### src/core/akrc_pkg.sv
// akrc_pkg: task-file offsets, opcodes, states and carriers for the command executor
// assumes: used by core/akrc_exec.sv and core/akrc_fifo.sv
package akrc_pkg;

  // ------------------------------------------------------------
  // task-file offsets
  // ------------------------------------------------------------
  localparam logic [2:0] AKRC_OFF_DATA    = 3'h0;
  localparam logic [2:0] AKRC_OFF_FEATURE = 3'h1;
  localparam logic [2:0] AKRC_OFF_COUNT   = 3'h2;
  localparam logic [2:0] AKRC_OFF_SECIDX  = 3'h3;
  localparam logic [2:0] AKRC_OFF_CYLLO   = 3'h4;
  localparam logic [2:0] AKRC_OFF_CYLHI   = 3'h5;
  localparam logic [2:0] AKRC_OFF_DRVHD   = 3'h6;
  localparam logic [2:0] AKRC_OFF_OPCODE  = 3'h7;

  // ------------------------------------------------------------
  // opcodes and subcommands
  // ------------------------------------------------------------
  localparam logic [7:0]  AKRC_OP_KEYMGMT   = 8'hb9;
  localparam logic [7:0]  AKRC_FEAT_KEYREAD = 8'h80;
  localparam logic [7:0]  AKRC_FEAT_KEYCHG  = 8'h81;
  localparam logic [15:0] AKRC_GUARD_WORD   = 16'hb26e;
  localparam logic [7:0]  AKRC_OP_NOP       = 8'h00;
  localparam logic [7:0]  AKRC_OP_RDBUF     = 8'he4;
  localparam logic [7:0]  AKRC_OP_RDDMA     = 8'hc8;
  localparam logic [7:0]  AKRC_OP_RDLONG0   = 8'h22;
  localparam logic [7:0]  AKRC_OP_RDLONG1   = 8'h23;

  // ------------------------------------------------------------
  // status and error bits, field positions, counts
  // ------------------------------------------------------------
  localparam int         AKRC_ST_BSY     = 7;
  localparam int         AKRC_ST_DRDY    = 6;
  localparam int         AKRC_ST_DRQ     = 3;
  localparam int         AKRC_ST_ERR     = 0;
  localparam logic [7:0] AKRC_ERR_ABRT   = 8'h04;
  localparam logic [7:0] AKRC_ERR_UNC    = 8'h40;
  localparam int         AKRC_DH_LBA     = 6;
  localparam logic [7:0] AKRC_WORDS_SECT = 8'hff;   // 256 words minus one
  localparam logic [1:0] AKRC_CHK_BYTES  = 2'h3;    // 4 check bytes minus one
  localparam logic [8:0] AKRC_MAX_SECTS  = 9'h100;
  localparam int         AKRC_FIFO_DEPTH = 4;
  localparam logic [7:0] AKRC_RST_STATUS = 8'h40;

  // ------------------------------------------------------------
  // executor states and carriers
  // ------------------------------------------------------------
  typedef enum logic [2:0] {
    AKRC_IDLE, AKRC_FETCH, AKRC_PIO_XFER, AKRC_CHK_XFER, AKRC_DMA_XFER, AKRC_DONE
  } akrc_state_t;

  typedef struct packed {
    logic [15:0] data;
    logic        byte_mode;
  } akrc_word_t;

  typedef struct packed {
    logic [7:0] drvhd;
    logic [7:0] cylhi;
    logic [7:0] cyllo;
    logic [7:0] secidx;
  } akrc_addr_t;

endpackage : akrc_pkg

### src/core/akrc_fifo.sv
// akrc_fifo: small valid/ready FIFO on the read data path
// assumes: single clock, asynchronous active-low reset
module akrc_fifo
  import akrc_pkg::*;
#(
  parameter int WIDTH = 17,
  parameter int DEPTH = 4
) (
  input  wire logic             CLK,
  input  wire logic             NRST,
  input  wire logic             CLR,
  input  wire logic [WIDTH-1:0] IN_DATA,
  input  wire logic             IN_VALID,
  output logic                  IN_READY,
  output logic [WIDTH-1:0]      OUT_DATA,
  output logic                  OUT_VALID,
  input  wire logic             OUT_READY
);
  localparam int AW = $clog2(DEPTH);

  logic [WIDTH-1:0] mem_q [DEPTH];
  logic [AW-1:0]    wr_q;
  logic [AW-1:0]    rd_q;
  logic [AW:0]      cnt_q;
  wire              push = IN_VALID && IN_READY;
  wire              pop  = OUT_VALID && OUT_READY;

  assign IN_READY  = (cnt_q != (AW+1)'(DEPTH));
  assign OUT_VALID = (cnt_q != '0);
  assign OUT_DATA  = mem_q[rd_q];

  // ------------------------------------------------------------
  // storage and pointers
  // ------------------------------------------------------------
  always_ff @(posedge CLK) begin
    if (push) begin
      mem_q[wr_q] <= IN_DATA;
    end
  end

  always_ff @(posedge CLK or negedge NRST) begin
    if (!NRST) begin
      wr_q  <= '0;
      rd_q  <= '0;
      cnt_q <= '0;
    end else if (CLR) begin
      wr_q  <= '0;
      rd_q  <= '0;
      cnt_q <= '0;
    end else begin
      if (push) begin
        wr_q <= (wr_q == AW'(DEPTH-1)) ? '0 : wr_q + 1'b1;
      end
      if (pop) begin
        rd_q <= (rd_q == AW'(DEPTH-1)) ? '0 : rd_q + 1'b1;
      end
      cnt_q <= cnt_q + (AW+1)'(push) - (AW+1)'(pop);
    end
  end
endmodule : akrc_fifo

### src/core/akrc_exec.sv
// akrc_exec: task file and execution of key-management, nop, buffer, dma and long reads
// assumes: host strobes and media port synchronous to CLK; media supplies words on request
module akrc_exec
  import akrc_pkg::*;
(
  input  wire logic        CLK,
  input  wire logic        NRST,
  input  wire logic [2:0]  ADDR,
  input  wire logic        WR_STB,
  input  wire logic        RD_STB,
  input  wire logic [7:0]  WDATA,
  output logic [15:0]      RDATA,
  output logic [7:0]       STATUS,
  output logic [7:0]       ERROR,
  output logic             INTRQ,
  input  wire logic        EIGHT_BIT_MODE,
  output logic             DMARQ,
  input  wire logic        DMACK,
  input  wire logic        DMA_RD_STB,
  output logic             MEDIA_REQ,
  output logic [1:0]       MEDIA_SRC,
  output logic [27:0]      MEDIA_ADDR,
  output logic             MEDIA_CHK,
  output logic             MEDIA_CHG,
  input  wire logic        MEDIA_VALID,
  input  wire logic [15:0] MEDIA_DATA,
  input  wire logic        MEDIA_ERR,
  output logic             MEDIA_READY
);
  // ------------------------------------------------------------
  // registers
  // ------------------------------------------------------------
  akrc_state_t state_q, state_d;
  logic [7:0]  feat_q, count_q, secidx_q, cyllo_q, cylhi_q, drvhd_q;
  logic [7:0]  status_q, error_q;
  logic        intrq_q;
  logic [8:0]  left_q;
  logic [7:0]  words_q;
  logic [1:0]  chk_q;
  logic        rdlong_q, dma_q, key_q, buf_q;
  logic [15:0] rdata_q;
  logic [8:0]  pushed_q;

  // ------------------------------------------------------------
  // decode
  // ------------------------------------------------------------
  wire         wr_opcode  = WR_STB && (ADDR == AKRC_OFF_OPCODE) && !status_q[AKRC_ST_BSY];
  wire         wr_tf      = WR_STB && !status_q[AKRC_ST_BSY] && !status_q[AKRC_ST_DRQ];
  wire         is_key     = (WDATA == AKRC_OP_KEYMGMT);
  wire         key_read   = is_key && (feat_q == AKRC_FEAT_KEYREAD);
  wire         guard_ok   = ({cylhi_q, cyllo_q} == AKRC_GUARD_WORD);
  wire         key_chg    = is_key && (feat_q == AKRC_FEAT_KEYCHG) && guard_ok;
  wire         is_rdlong  = (WDATA == AKRC_OP_RDLONG0) || (WDATA == AKRC_OP_RDLONG1);
  wire         is_dma     = (WDATA == AKRC_OP_RDDMA) && !EIGHT_BIT_MODE;
  wire         is_rdbuf   = (WDATA == AKRC_OP_RDBUF);
  wire         do_abort   = !(key_read || key_chg || is_rdlong || is_dma || is_rdbuf);
  wire [8:0]   req_count  = (count_q == 8'h00) ? AKRC_MAX_SECTS : {1'b0, count_q};
  wire [27:0]  lba        = {drvhd_q[3:0], cylhi_q, cyllo_q, secidx_q};
  wire [15:0]  key_off    = {cyllo_q, secidx_q};
  wire [27:0]  next_lba   = lba + 28'h1;
  wire [15:0]  next_off   = key_off + 16'h1;

  // fifo between media and host
  akrc_word_t  fin, fout;
  logic        fin_ready, fout_valid, fout_ready;
  wire         media_take = MEDIA_VALID && fin_ready && MEDIA_READY;
  wire         host_pio   = RD_STB && (ADDR == AKRC_OFF_DATA) && status_q[AKRC_ST_DRQ];
  wire         host_dma   = DMACK && DMA_RD_STB && dma_q;
  wire         pop        = fout_valid && (host_pio || host_dma);
  wire         sect_end   = pop && (words_q == 8'h00) && !fout.byte_mode;
  wire         chk_end    = pop && fout.byte_mode && (chk_q == 2'h0);
  wire         xfer       = (state_q == AKRC_PIO_XFER) || (state_q == AKRC_DMA_XFER)
                            || (state_q == AKRC_CHK_XFER);
  wire         fifo_clr   = (state_q == AKRC_IDLE);

  // words past the first 256 of a long read are check bytes, tagged byte_mode as pushed
  assign fin           = '{data: MEDIA_DATA, byte_mode: rdlong_q && pushed_q[8]};
  assign fout_ready    = host_pio || host_dma;

  akrc_fifo #(
    .WIDTH ($bits(akrc_word_t)),
    .DEPTH (AKRC_FIFO_DEPTH)
  ) u_fifo (
    .CLK       (CLK),
    .NRST      (NRST),
    .CLR       (fifo_clr),
    .IN_DATA   (fin),
    .IN_VALID  (MEDIA_VALID && MEDIA_READY),
    .IN_READY  (fin_ready),
    .OUT_DATA  (fout),
    .OUT_VALID (fout_valid),
    .OUT_READY (fout_ready)
  );

  // ------------------------------------------------------------
  // outputs
  // ------------------------------------------------------------
  assign MEDIA_READY = xfer && fin_ready && !MEDIA_ERR;
  assign MEDIA_REQ   = (state_q == AKRC_FETCH);
  assign MEDIA_SRC   = key_q ? 2'h1 : (buf_q ? 2'h2 : 2'h0);
  assign MEDIA_ADDR  = key_q ? {12'h000, key_off} : lba;
  assign MEDIA_CHK   = !rdlong_q;
  assign MEDIA_CHG   = wr_opcode && key_chg;
  assign DMARQ       = dma_q && (state_q == AKRC_DMA_XFER) && fout_valid;
  assign RDATA       = rdata_q;
  assign STATUS      = status_q;
  assign ERROR       = error_q;
  assign INTRQ       = intrq_q;

  // ------------------------------------------------------------
  // next state
  // ------------------------------------------------------------
  always_comb begin
    state_d = state_q;
    case (state_q)
      AKRC_IDLE: begin
        if (wr_opcode && !do_abort && !key_chg) begin
          state_d = AKRC_FETCH;
        end
      end
      AKRC_FETCH: begin
        state_d = dma_q ? AKRC_DMA_XFER : AKRC_PIO_XFER;
      end
      AKRC_PIO_XFER, AKRC_DMA_XFER: begin
        if (MEDIA_ERR) begin
          state_d = AKRC_DONE;
        end else if (sect_end && rdlong_q) begin
          state_d = AKRC_CHK_XFER;
        end else if (sect_end) begin
          state_d = (left_q == 9'h001) ? AKRC_DONE : (dma_q ? state_q : AKRC_FETCH);
        end
      end
      AKRC_CHK_XFER: begin
        if (chk_end || MEDIA_ERR) begin
          state_d = AKRC_DONE;
        end
      end
      AKRC_DONE: begin
        state_d = AKRC_IDLE;
      end
      default: begin
        state_d = AKRC_IDLE;
      end
    endcase
  end

  // ------------------------------------------------------------
  // sequencing
  // ------------------------------------------------------------
  always_ff @(posedge CLK or negedge NRST) begin
    if (!NRST) begin
      state_q  <= AKRC_IDLE;
      left_q   <= '0;
      words_q  <= '0;
      chk_q    <= '0;
      rdlong_q <= 1'b0;
      dma_q    <= 1'b0;
      key_q    <= 1'b0;
      buf_q    <= 1'b0;
    end else begin
      state_q <= state_d;
      if (wr_opcode) begin
        rdlong_q <= is_rdlong;
        dma_q    <= is_dma;
        key_q    <= key_read;
        buf_q    <= is_rdbuf;
        left_q   <= (is_rdlong || is_rdbuf) ? 9'h001 : req_count;
        words_q  <= AKRC_WORDS_SECT;
        chk_q    <= AKRC_CHK_BYTES;
      end else if (sect_end) begin
        words_q <= AKRC_WORDS_SECT;
        left_q  <= left_q - 9'h001;
      end else if (pop && fout.byte_mode) begin
        chk_q <= chk_q - 2'h1;
      end else if (pop) begin
        words_q <= words_q - 8'h01;
      end
    end
  end

  // ------------------------------------------------------------
  // host read data
  // ------------------------------------------------------------
  always_ff @(posedge CLK or negedge NRST) begin
    if (!NRST) begin
      rdata_q <= '0;
    end else if (pop) begin
      rdata_q <= fout.byte_mode ? {8'h00, fout.data[7:0]} : fout.data;
    end
  end

  // words taken from the media since the last request
  always_ff @(posedge CLK or negedge NRST) begin
    if (!NRST) begin
      pushed_q <= '0;
    end else if (MEDIA_REQ) begin
      pushed_q <= '0;
    end else if (media_take) begin
      pushed_q <= pushed_q + 9'h001;
    end
  end

  // ------------------------------------------------------------
  // task file
  // ------------------------------------------------------------
  always_ff @(posedge CLK or negedge NRST) begin
    if (!NRST) begin
      feat_q   <= '0;
      count_q  <= '0;
      secidx_q <= '0;
      cyllo_q  <= '0;
      cylhi_q  <= '0;
      drvhd_q  <= '0;
    end else if (wr_tf && (ADDR != AKRC_OFF_OPCODE)) begin
      case (ADDR)
        AKRC_OFF_FEATURE: feat_q   <= WDATA;
        AKRC_OFF_COUNT:   count_q  <= WDATA;
        AKRC_OFF_SECIDX:  secidx_q <= WDATA;
        AKRC_OFF_CYLLO:   cyllo_q  <= WDATA;
        AKRC_OFF_CYLHI:   cylhi_q  <= WDATA;
        AKRC_OFF_DRVHD:   drvhd_q  <= WDATA;
        default:          feat_q   <= feat_q;
      endcase
    end else if (sect_end && (left_q != 9'h001) && !rdlong_q && !buf_q) begin
      if (key_q) begin
        {cyllo_q, secidx_q} <= next_off;
      end else if (drvhd_q[AKRC_DH_LBA]) begin
        {drvhd_q[3:0], cylhi_q, cyllo_q, secidx_q} <= next_lba;
      end
    end
  end

  // ------------------------------------------------------------
  // status, error and interrupt
  // ------------------------------------------------------------
  always_ff @(posedge CLK or negedge NRST) begin
    if (!NRST) begin
      status_q <= AKRC_RST_STATUS;
      error_q  <= '0;
      intrq_q  <= 1'b0;
    end else begin
      if (wr_opcode) begin
        intrq_q <= 1'b0;
        if (do_abort) begin
          status_q <= AKRC_RST_STATUS | 8'h01;
          error_q  <= AKRC_ERR_ABRT;
          intrq_q  <= 1'b1;
        end else if (key_chg) begin
          status_q <= AKRC_RST_STATUS;
          error_q  <= '0;
          intrq_q  <= 1'b1;
        end else begin
          status_q <= AKRC_RST_STATUS | 8'h80;
          error_q  <= '0;
        end
      end else if (RD_STB && (ADDR == AKRC_OFF_OPCODE)) begin
        intrq_q <= 1'b0;
      end
      if (!wr_opcode) begin
        if (state_q == AKRC_FETCH) begin
          status_q[AKRC_ST_BSY] <= 1'b1;
          status_q[AKRC_ST_DRQ] <= 1'b0;
        end else if (xfer && MEDIA_ERR) begin
          status_q <= AKRC_RST_STATUS | 8'h01;
          error_q  <= AKRC_ERR_UNC;
          intrq_q  <= 1'b1;
        end else if (xfer && fout_valid && status_q[AKRC_ST_BSY]) begin
          status_q[AKRC_ST_BSY] <= 1'b0;
          status_q[AKRC_ST_DRQ] <= 1'b1;
          if (!dma_q) begin
            intrq_q <= 1'b1;
          end
        end else if (state_q == AKRC_DONE) begin
          status_q[AKRC_ST_BSY] <= 1'b0;
          status_q[AKRC_ST_DRQ] <= 1'b0;
          if (dma_q && !status_q[AKRC_ST_ERR]) begin
            intrq_q <= 1'b1;
          end
        end
      end
    end
  end
endmodule : akrc_exec

### config.mk
export PLATFORM = sky130hd
export DESIGN_NAME = akrc_exec
export DESIGN_NICKNAME = d
export VERILOG_FILES = /design/src/core/akrc_pkg.sv /design/src/core/akrc_fifo.sv /design/src/core/akrc_exec.sv
export SDC_FILE = /design/constraint.sdc
export NUM_CORES = 1
export LEC_CHECK = 0
export ABC_CLOCK_PERIOD_IN_PS = 6200
export BUFFER_PORTS_ARGS = -buffer_cell sky130_fd_sc_hd__buf_4
export CORE_ASPECT_RATIO = 1.2
export CORE_UTILIZATION = 63
export DETAILED_ROUTE_END_ITERATION = 16
export PLACE_DENSITY = 0.85
export SLEW_MARGIN = 20
export SYNTH_ARGS = -nofsm -noshare
export SYNTH_HDL_FRONTEND = slang
export SYNTH_SLANG_ARGS = --single-unit
### constraint.sdc
create_clock -name CLK -period 6.2 [get_ports CLK]
set_input_delay 1.55 -clock CLK [delete_from_list [all_inputs] [get_ports CLK]]
set_output_delay 1.55 -clock CLK [all_outputs]
set_load 0.05 [all_outputs]
==> flow_summary.toml, run 1 <==
[setup_path]
slowest_stage = "nor4b_1"
cp-start-kind = "primary input"
max_stage_delay_ns = 0.32
crit_type = "primary input to output pin"
cp_max_fo = 8
cp_top_family = "simple AND/OR/NAND/NOR gates"
end_kind = "output pin"
cp.required_ns = 4.65
path_cells = "buf_4 > nor4b_1 > nand4_1 > nor3_1 > buf_4"
critPathArrivalTime_ns = 2.75
crit_buf_inv = 2
cp_common_cell = "buf_4"

[synth]
synthesis.nets = 856
synth_flop_cell = "dfrtp_1"
synthArstFlopShare_pct = 63.8
yosysSeqAreaShare_pct = 56.7
ys_ff_latch = 188
synth_area_um2 = 8890
synth_edf_count = 68
avgSynthCellArea_um2 = 11.0
synthCells = 806
yosys.area.top_type = "dfrtp_1"
yosysWarnings = 0
yosys-top-cells-area = "dfrtp_1 (33%), edfxtp_1 (23%), mux4_2 (4.3%)"
synth_top_area_share_pct = 33.5
synth_cell_types = 67

[grt]
grt_max_degree = 65
grt_overflow = 0
track_usage_pct = 31.3
grt_pass1_wl_um = 35500
antenna_found_initial = 0
grt_pass1_vias = 7034

[cts]
cts_buffers = 17
root_buffer = "clkbuf_16"
cts_tree = "yes"
cts_setup_buffers = 0
postCtsResizedCells = 0
cts_sinks = 188
path_clk_slew_ns = 0.07
h-tree-depth = 4
cts_hold_buf = 0
clk-insertion-delay-late_ns = 0.44
cts_buffer_depth = 2

[die]
io-pin-count = 104
start_util_pct = 64.6
fp-row-count = 47
die-area_um2 = 14600
die_h_um = 132
core-area_um2 = 13800
dieWidth_um = 110

[sta]
worst_pin_slew_ns = 1.10
drv_slew = 0
whs_ns = 0.481
hold_viol = 0
fin_tns_setup_ns = 0
report.final.setup_viol = 0
fin_crit_sh_pct = 69.3
slew_headroom_pct = 25.8
fin_worst_skew_ns = 0.0122
clock.fmax_ghz = 0.233
rsz0062_at_grt = "no"
period_needed_ns = 4.30

[detailed_routing]
wl_per_cell_um = 20.4
routed_wl_um = 22100
viasPerCell = 6.36
drtIter0Drc = 611
ant_nets = 0
firstDrtPassIters = 8
vias = 6870
drc_errors = 0

[power_and_ir_drop]
intPower_mw = 2.57
peakVddDrop_mv = 0.323
leakagePower_nw = 4.30
p_switching_mw = 1.81
p_per_area_nw_per_um2 = 422
combPwrFrac_pct = 33.5
p_clk_share_pct = 24.7
p_seq_share_pct = 41.8
power_mw = 4.37
switching_share_pct = 41.3

[placed_design]
placed_cells = 1049
portBuffers = 103
dp_hpwl_um = 15100
gp_congestion = 0.893

[cells_and_area]
area_growth_syn_to_layout_pct = 16.5
mostFrequentLayoutCells = "dfrtp_1 (119), buf_4 (110), nand2_1 (94), a21oi_1 (71), edfxtp_1 (68)"
drive_gt1_share_pct = 20.7
utilization_pct = 75.3
stdcell_count = 1081
nets = 947
layout_commonest_cell = "dfrtp_1"
n_antenna_cell = 0

[job]
drv_cap = 0

[min_path]
hp-class = "register to register"

[run_status]
status = "finished clean"
-- through the flow --
| stage | instance area [um2] | setup WS, ns |
|---|---|---|
| after floorplan | 8890 | 1.39 |
| after global placement | 9780 | 1.74 |
| after detailed placement | 9780 | 1.57 |
| after CTS | 10400 | 1.89 |
| after global routing | 10400 | 1.69 |
| final | 10400 | 1.90 |
-- power groups by stage --
stage | Sequential (mW) | Clock (mW) | Combinational, mW
6_report | 1.83 | 1.08 | 1.46
5_1_grt | 1.86 | 1.13 | 1.57
4_1_cts | 1.82 | 1.09 | 1.46
3_5_place_dp | 1.84 | 0 | 1.45
3_3_place_gp | 1.83 | 0 | 1.41
2_1_floorplan | 2.04 | 0 | 0.759
-- cell families (layout without fill, tap and decap cells) --
kind of cell,count (synthesis),count (layout),synth area share (%)
AND/OR/NAND/NOR,298,298,17.3
AO/OA/AOI/OAI,194,194,13.2
flip-flops,188,188,56.7
buffers and inverters,64,168,2.86
multiplexers,35,35,6.57
adder cells (fa/ha/maj),14,14,2.05
XOR/XNOR,13,13,1.28
-- cell usage after synthesis (3+ instances only) --
| master | instances |
|---|---|
| clkbuf_1 | 32 |
| mux4_2 | 17 |
| or3_1 | 7 |
| nand2b_1 | 12 |
| a31oi_1 | 8 |
| nor2b_1 | 18 |
| nor3_1 | 23 |
| nor4b_1 | 7 |
| and3_1 | 10 |
| nand2_1 | 94 |
| nor4_1 | 7 |
| nor3b_1 | 6 |
| o32ai_1 | 3 |
| o31ai_1 | 6 |
| xnor2_1 | 11 |
| or3b_2 | 3 |
| a22oi_1 | 3 |
| o211ai_1 | 4 |
| o22a_1 | 6 |
| nand4_1 | 12 |
| a21o_1 | 3 |
| a21oi_1 | 71 |
| nand3b_1 | 4 |
| ha_1 | 13 |
| edfxtp_1 | 68 |
| dfrtp_1 | 119 |
| mux2_2 | 17 |
| nand3_1 | 24 |
| nor2_1 | 41 |
| inv_1 | 26 |
| o22ai_1 | 10 |
| o21a_1 | 8 |
| and2_1 | 18 |
| o21ai_0 | 46 |
| o21ai_1 | 4 |
-- routing by layer --
metal,GRT usage [%],vias to the layer above,part of all wire [%]
met2,53.9,319,53
li1,-,3144,-
met3,4.87,61,6.2
met4,15.5,0,3.4
met1,38.5,3346,37
met5,0,-,0
-- worst register-to-register path, delay by kind of cell (launching register included) --
kind	cells	cell delay [ns]
flip-flops	1	0.94
AO/OA/AOI/OAI	3	0.81
AND/OR/NAND/NOR	2	0.72
multiplexers	1	0.58
buffers and inverters	1	0.21
-- sequential cells by signal, indices dropped and copies added, names as in the netlist, 3 cells and up --
| register | count |
|---|---|
| count_q | 8 |
| u_fifo.cnt_q | 3 |
| feat_q | 8 |
| words_q | 8 |
| left_q | 9 |
| secidx_q | 8 |
| cyllo_q | 8 |
| RDATA | 16 |
| ERROR | 8 |
| u_fifo.mem_q | 68 |
| cylhi_q | 8 |
| pushed_q | 9 |
| STATUS | 8 |
| drvhd_q | 5 |
| state_q | 3 |
-- layout make-up --
class | instances | area (um2)
clock buffer | 17 | 425
sequential | 188 | 5050
multi-input combinational | 554 | 3600
clock inverter | 15 | 159
tap | 171 | 214
fill | 909 | 3390
inverter | 26 | 97.6
timing repair buffer | 110 | 826
-- path summary, 6_finish.rpt --
kind | from | to | slack, ns | cells past startpoint
max in group asynchronous | NRST | STATUS[7] | 3.71 | 2
hold reg to reg | ERROR[2] | ERROR[2] | 0.48 | 1
setup / recovery | WDATA[4] | MEDIA_CHG | 1.90 | 5
setup reg to reg | u_fifo.rd_q[1] | secidx_q[1] | 2.87 | 7
hold / removal | ERROR[2] | ERROR[2] | 0.48 | 1
min in group asynchronous | NRST | ERROR[2] | 1.22 | 1
Note: power is estimated with default switching activity, not from simulation.
==> inputs of run 2 (changes only) <==
Settings changed: ABC_CLOCK_PERIOD_IN_PS 6200 to 4200, CORE_UTILIZATION 63 to 59, PLACE_DENSITY 0.85 to 0.81.
Clock period 6.2 ns to 4.2 ns, I/O delays scaled along.
==> flow_summary.toml, run 2 (synthesis results as in run 1) <==
[cts]
cts_tree = "yes"
cts_setup_buffers = 0
h-tree-depth = 4
cts_buffers = 17
postCtsResizedCells = 0
path_clk_slew_ns = 0.07
cts_buffer_depth = 2
root_buffer = "clkbuf_16"
cts_hold_buf = 0
clk-insertion-delay-late_ns = 0.43
cts_sinks = 188

[detailed_routing]
wl_per_cell_um = 19.4
viasPerCell = 6.18
routed_wl_um = 21700
vias = 6907
ant_nets = 0
drc_errors = 0
drtIter0Drc = 551
firstDrtPassIters = 5

[sta]
period_needed_ns = 3.26
hold_viol = 0
clock.fmax_ghz = 0.307
drv_slew = 0
slew_headroom_pct = 35.4
worst_pin_slew_ns = 0.970
fin_tns_setup_ns = 0
fin_crit_sh_pct = 77.7
finalWorstSetupSlack_ns = 0.939
fin_worst_skew_ns = 0.0133
rsz0062_at_grt = "no"
report.final.setup_viol = 0

[placed_design]
place_ws_ns = 0.525
gp_congestion = 0.916
portBuffers = 103
dp_hpwl_um = 14800
placed_cells = 1086

[setup_path]
r2r_slack_ns = 1.17
cp.required_ns = 3.15
critPathArrivalTime_ns = 2.21
rr_worst_depth = 8
cp_max_fo = 8
end_kind = "output pin"
cp-start-kind = "primary input"
crit_type = "primary input to output pin"

[power_and_ir_drop]
intPower_mw = 3.86
combPwrFrac_pct = 33.9
p_clk_share_pct = 24.2
leakagePower_nw = 4.33
p_switching_mw = 2.55
p_per_area_nw_per_um2 = 614
p_seq_share_pct = 41.9
peakVddDrop_mv = 0.329
switching_share_pct = 39.8

[cells_and_area]
nFillCells = 1075
stdcell_count = 1118
regMostFlops = "u_fifo.mem_q"
drive_gt1_share_pct = 20.9
area_growth_syn_to_layout_pct = 17.3
layout_commonest_cell = "dfrtp_1"
nets = 955
mostFrequentLayoutCells = "dfrtp_1 (119), buf_4 (118), nand2_1 (94), a21oi_1 (71), edfxtp_1 (68)"
n_antenna_cell = 0
largest_reg_flops = 68

[min_path]
hp-class = "register to register"
hold_depth = 1

[grt]
antenna_found_initial = 0
grt_pass1_wl_um = 34800
grt_pass1_vias = 7010
track_usage_pct = 29.3
grt_overflow = 0
grt_max_degree = 58

[die]
dieWidth_um = 114
core-area_um2 = 14500
fp-row-count = 48
start_util_pct = 61.2
io-pin-count = 104
die-area_um2 = 15600
die_h_um = 137

[job]
drv_cap = 0

[run_status]
status = "finished clean"
-- run 2: final cells by class --
cell class | instances | area (um2) | share of cell area (%)
sequential | 188 | 5050 | 48.4
multi-input combinational | 554 | 3590 | 34.4
clock inverter | 11 | 110 | 1.06
clock buffer | 21 | 450 | 4.32
tap | 200 | 250 | 2.40
inverter | 26 | 97.6 | 0.935
timing repair buffer | 118 | 886 | 8.49
-- run 2: path summary, 6_finish.rpt --
| check | startpoint | to |
|---|---|---|
| worst max-delay path | WDATA[4] | MEDIA_CHG |
| worst min-delay path | STATUS[4] | STATUS[4] |
| worst max register to register | words_q[0] | left_q[8] |
| worst min register to register | STATUS[4] | STATUS[4] |
| max in group asynchronous | NRST | feat_q[4] |
| min in group asynchronous | NRST | ERROR[2] |
-- run 2: layer usage --
layer  part of all wire [%]  up-vias  global-route usage, %
met5                      0        -                      0
met4                    3.0        0                   12.6
met3                    5.8       54                   5.18
met2                     51      270                   51.6
met1                     40     3424                   35.5
li1                       -     3159                      -
-- run 2: power groups by stage --
stage,registers [mW],clock network [mW],logic (mW)
global route,2.74,1.62,2.34
finish,2.68,1.55,2.17
CTS,2.67,1.56,2.17
floorplan,3.01,0,1.12
detailed placement,2.70,0,2.16
global placement,2.68,0,2.10
-- run 2: through the flow --
stage                     util [%]  total power [mW]  area [um2]  hold WS (ns)
after global routing          71.8              6.70       10400         0.500
after global placement        67.9              4.78        9870         0.463
after detailed placement      67.9              4.86        9870         0.468
after CTS                     71.8              6.40       10400         0.485
after floorplan                  -              4.13        8890         0.469
final                         71.8              6.40       10400         0.489
-- run 2: critical path, stage by stage --
cell and delay, ns:
buf_4 0.16, nor4b_1 0.28, nand4_1 0.21, nor3_1 0.26, buf_4 0.24
==> inputs of run 3 (changes only) <==
Settings changed: ABC_CLOCK_PERIOD_IN_PS 4200 to 3100.
Clock period 4.2 ns to 3.1 ns, I/O delays scaled along.
==> flow_summary.toml, run 3 (synthesis results as in run 1) <==
[run_status]
status = "finished clean"

[cts]
cts_tree = "yes"
cts_hold_buf = 0
clk-insertion-delay-late_ns = 0.43
cts_sinks = 188
path_clk_slew_ns = 0.07
cts_buffers = 17
postCtsResizedCells = 0
h-tree-depth = 4
cts_setup_buffers = 0
root_buffer = "clkbuf_16"
cts_buffer_depth = 2

[sta]
worst_pin_slew_ns = 0.866
report.final.setup_viol = 0
fin_worst_skew_ns = 0.0102
rsz0062_at_grt = "no"
clock.fmax_ghz = 0.353
period_needed_ns = 2.83
finalWorstSetupSlack_ns = 0.268
fin_crit_sh_pct = 91.4
fin_tns_setup_ns = 0
whs_ns = 0.375
hold_viol = 0
slew_headroom_pct = 41.8
drv_slew = 0

[cells_and_area]
regMostFlops = "u_fifo.mem_q"
multi_input_area_um2 = 3600
seqCellArea_um2 = 5050
n_antenna_cell = 0
layout_commonest_cell = "buf_4"
area_growth_syn_to_layout_pct = 18.8
nFillCells = 1025
nets = 967
stdcell_count = 1130
drive_gt1_share_pct = 22.0
utilization_pct = 72.7
design_area_um2 = 10600
mostFrequentLayoutCells = "buf_4 (128), dfrtp_1 (119), nand2_1 (94), a21oi_1 (71), edfxtp_1 (68)"
largest_reg_flops = 68

[setup_path]
end_kind = "register"
startpoint = "words_q[0]"
critPathArrivalTime_ns = 3.21
cp.required_ns = 3.48
cp-start-kind = "register"
cp_max_fo = 8
r2r_start = "words_q[0]"
crit_type = "register to register"

[die]
die-area_um2 = 15600
dieWidth_um = 114
io-pin-count = 104
start_util_pct = 61.2
fp-row-count = 48
die_h_um = 137
core-area_um2 = 14500

[power_and_ir_drop]
combPwrFrac_pct = 34.2
p_per_area_nw_per_um2 = 826
switching_share_pct = 39.5
p_clk_share_pct = 24.2
intPower_mw = 5.28
power_mw = 8.73
p_switching_mw = 3.45
p_seq_share_pct = 41.6
leakagePower_nw = 4.39
peakVddDrop_mv = 0.582

[grt]
grt_overflow = 0
track_usage_pct = 29.4
grt_max_degree = 50
grt_pass1_wl_um = 34500
grt_pass1_vias = 6836
antenna_found_initial = 0

[placed_design]
place_ws_ns = 0.0206
dp_hpwl_um = 15300
placed_cells = 1098
place_area_um2 = 9990
gp_congestion = 0.895
portBuffers = 103

[job]
drv_cap = 0

[detailed_routing]
firstDrtPassIters = 6
drc_errors = 0
vias = 6930
drtIter0Drc = 443
wl_per_cell_um = 19.1
routed_wl_um = 21600
viasPerCell = 6.13
ant_nets = 0

[min_path]
hp-class = "primary input to async pin"
## run 3: changes by cell type in the layout (fill, tap and decap cells not counted)
cell | before | now
buf_12 | 0 | 2
inv_8 | 2 | 1
buf_4 | 118 | 128
o21ai_0 | 46 | 45
clkinv_4 | 0 | 1
nor3_2 | 1 | 2
o21ai_1 | 4 | 5
clkinv_2 | 3 | 0
clkbuf_8 | 1 | 2
nor3_1 | 23 | 22
clkinvlp_4 | 1 | 3
## run 3: path summary, 6_finish.rpt
kind	end	cells past startpoint	slack, ns
setup / recovery	cylhi_q[6]	8	0.27
hold / removal	left_q[1]	1	0.38
setup reg to reg	cylhi_q[6]	8	0.27
hold reg to reg	ERROR[2]	1	0.48
max in group asynchronous	STATUS[6]	2	1.93
min in group CLK	ERROR[2]	1	0.48
## run 3: per-layer routing
layer	wire length, um	GRT usage (%)
met2	11400	52.6
met5	0	0
met4	524	11.7
met3	1300	5.40
met1	8380	35.0
## run 3: critical path, cell delays in order (launching register included)
cell and delay [ns]:
dfrtp_1 0.40, inv_1 0.08, ha_1 0.18, or3b_2 0.50
nor3_1 0.33, nand3_1 0.39, o21ai_1 0.58, o21a_1 0.20
o22a_1 0.12
## run 3: cell type report
type / count / area share, %
Clock buffer: 22 / 4.39
Clock inverter: 10 / 1.02
Inverter: 26 / 0.924
Multi-Input combinational cell: 554 / 34.1
Sequential cell: 188 / 47.8
Tap cell: 200 / 2.37
Timing Repair Buffer: 130 / 9.47
## run 3: power groups by stage
stage	Clock [mW]	Combinational, mW	Sequential (mW)
after floorplan	0	1.52	4.08
final	2.11	2.99	3.63
after global placement	0	2.89	3.63
after CTS	2.13	2.99	3.61
after detailed placement	0	2.98	3.66
after global routing	2.22	3.21	3.70
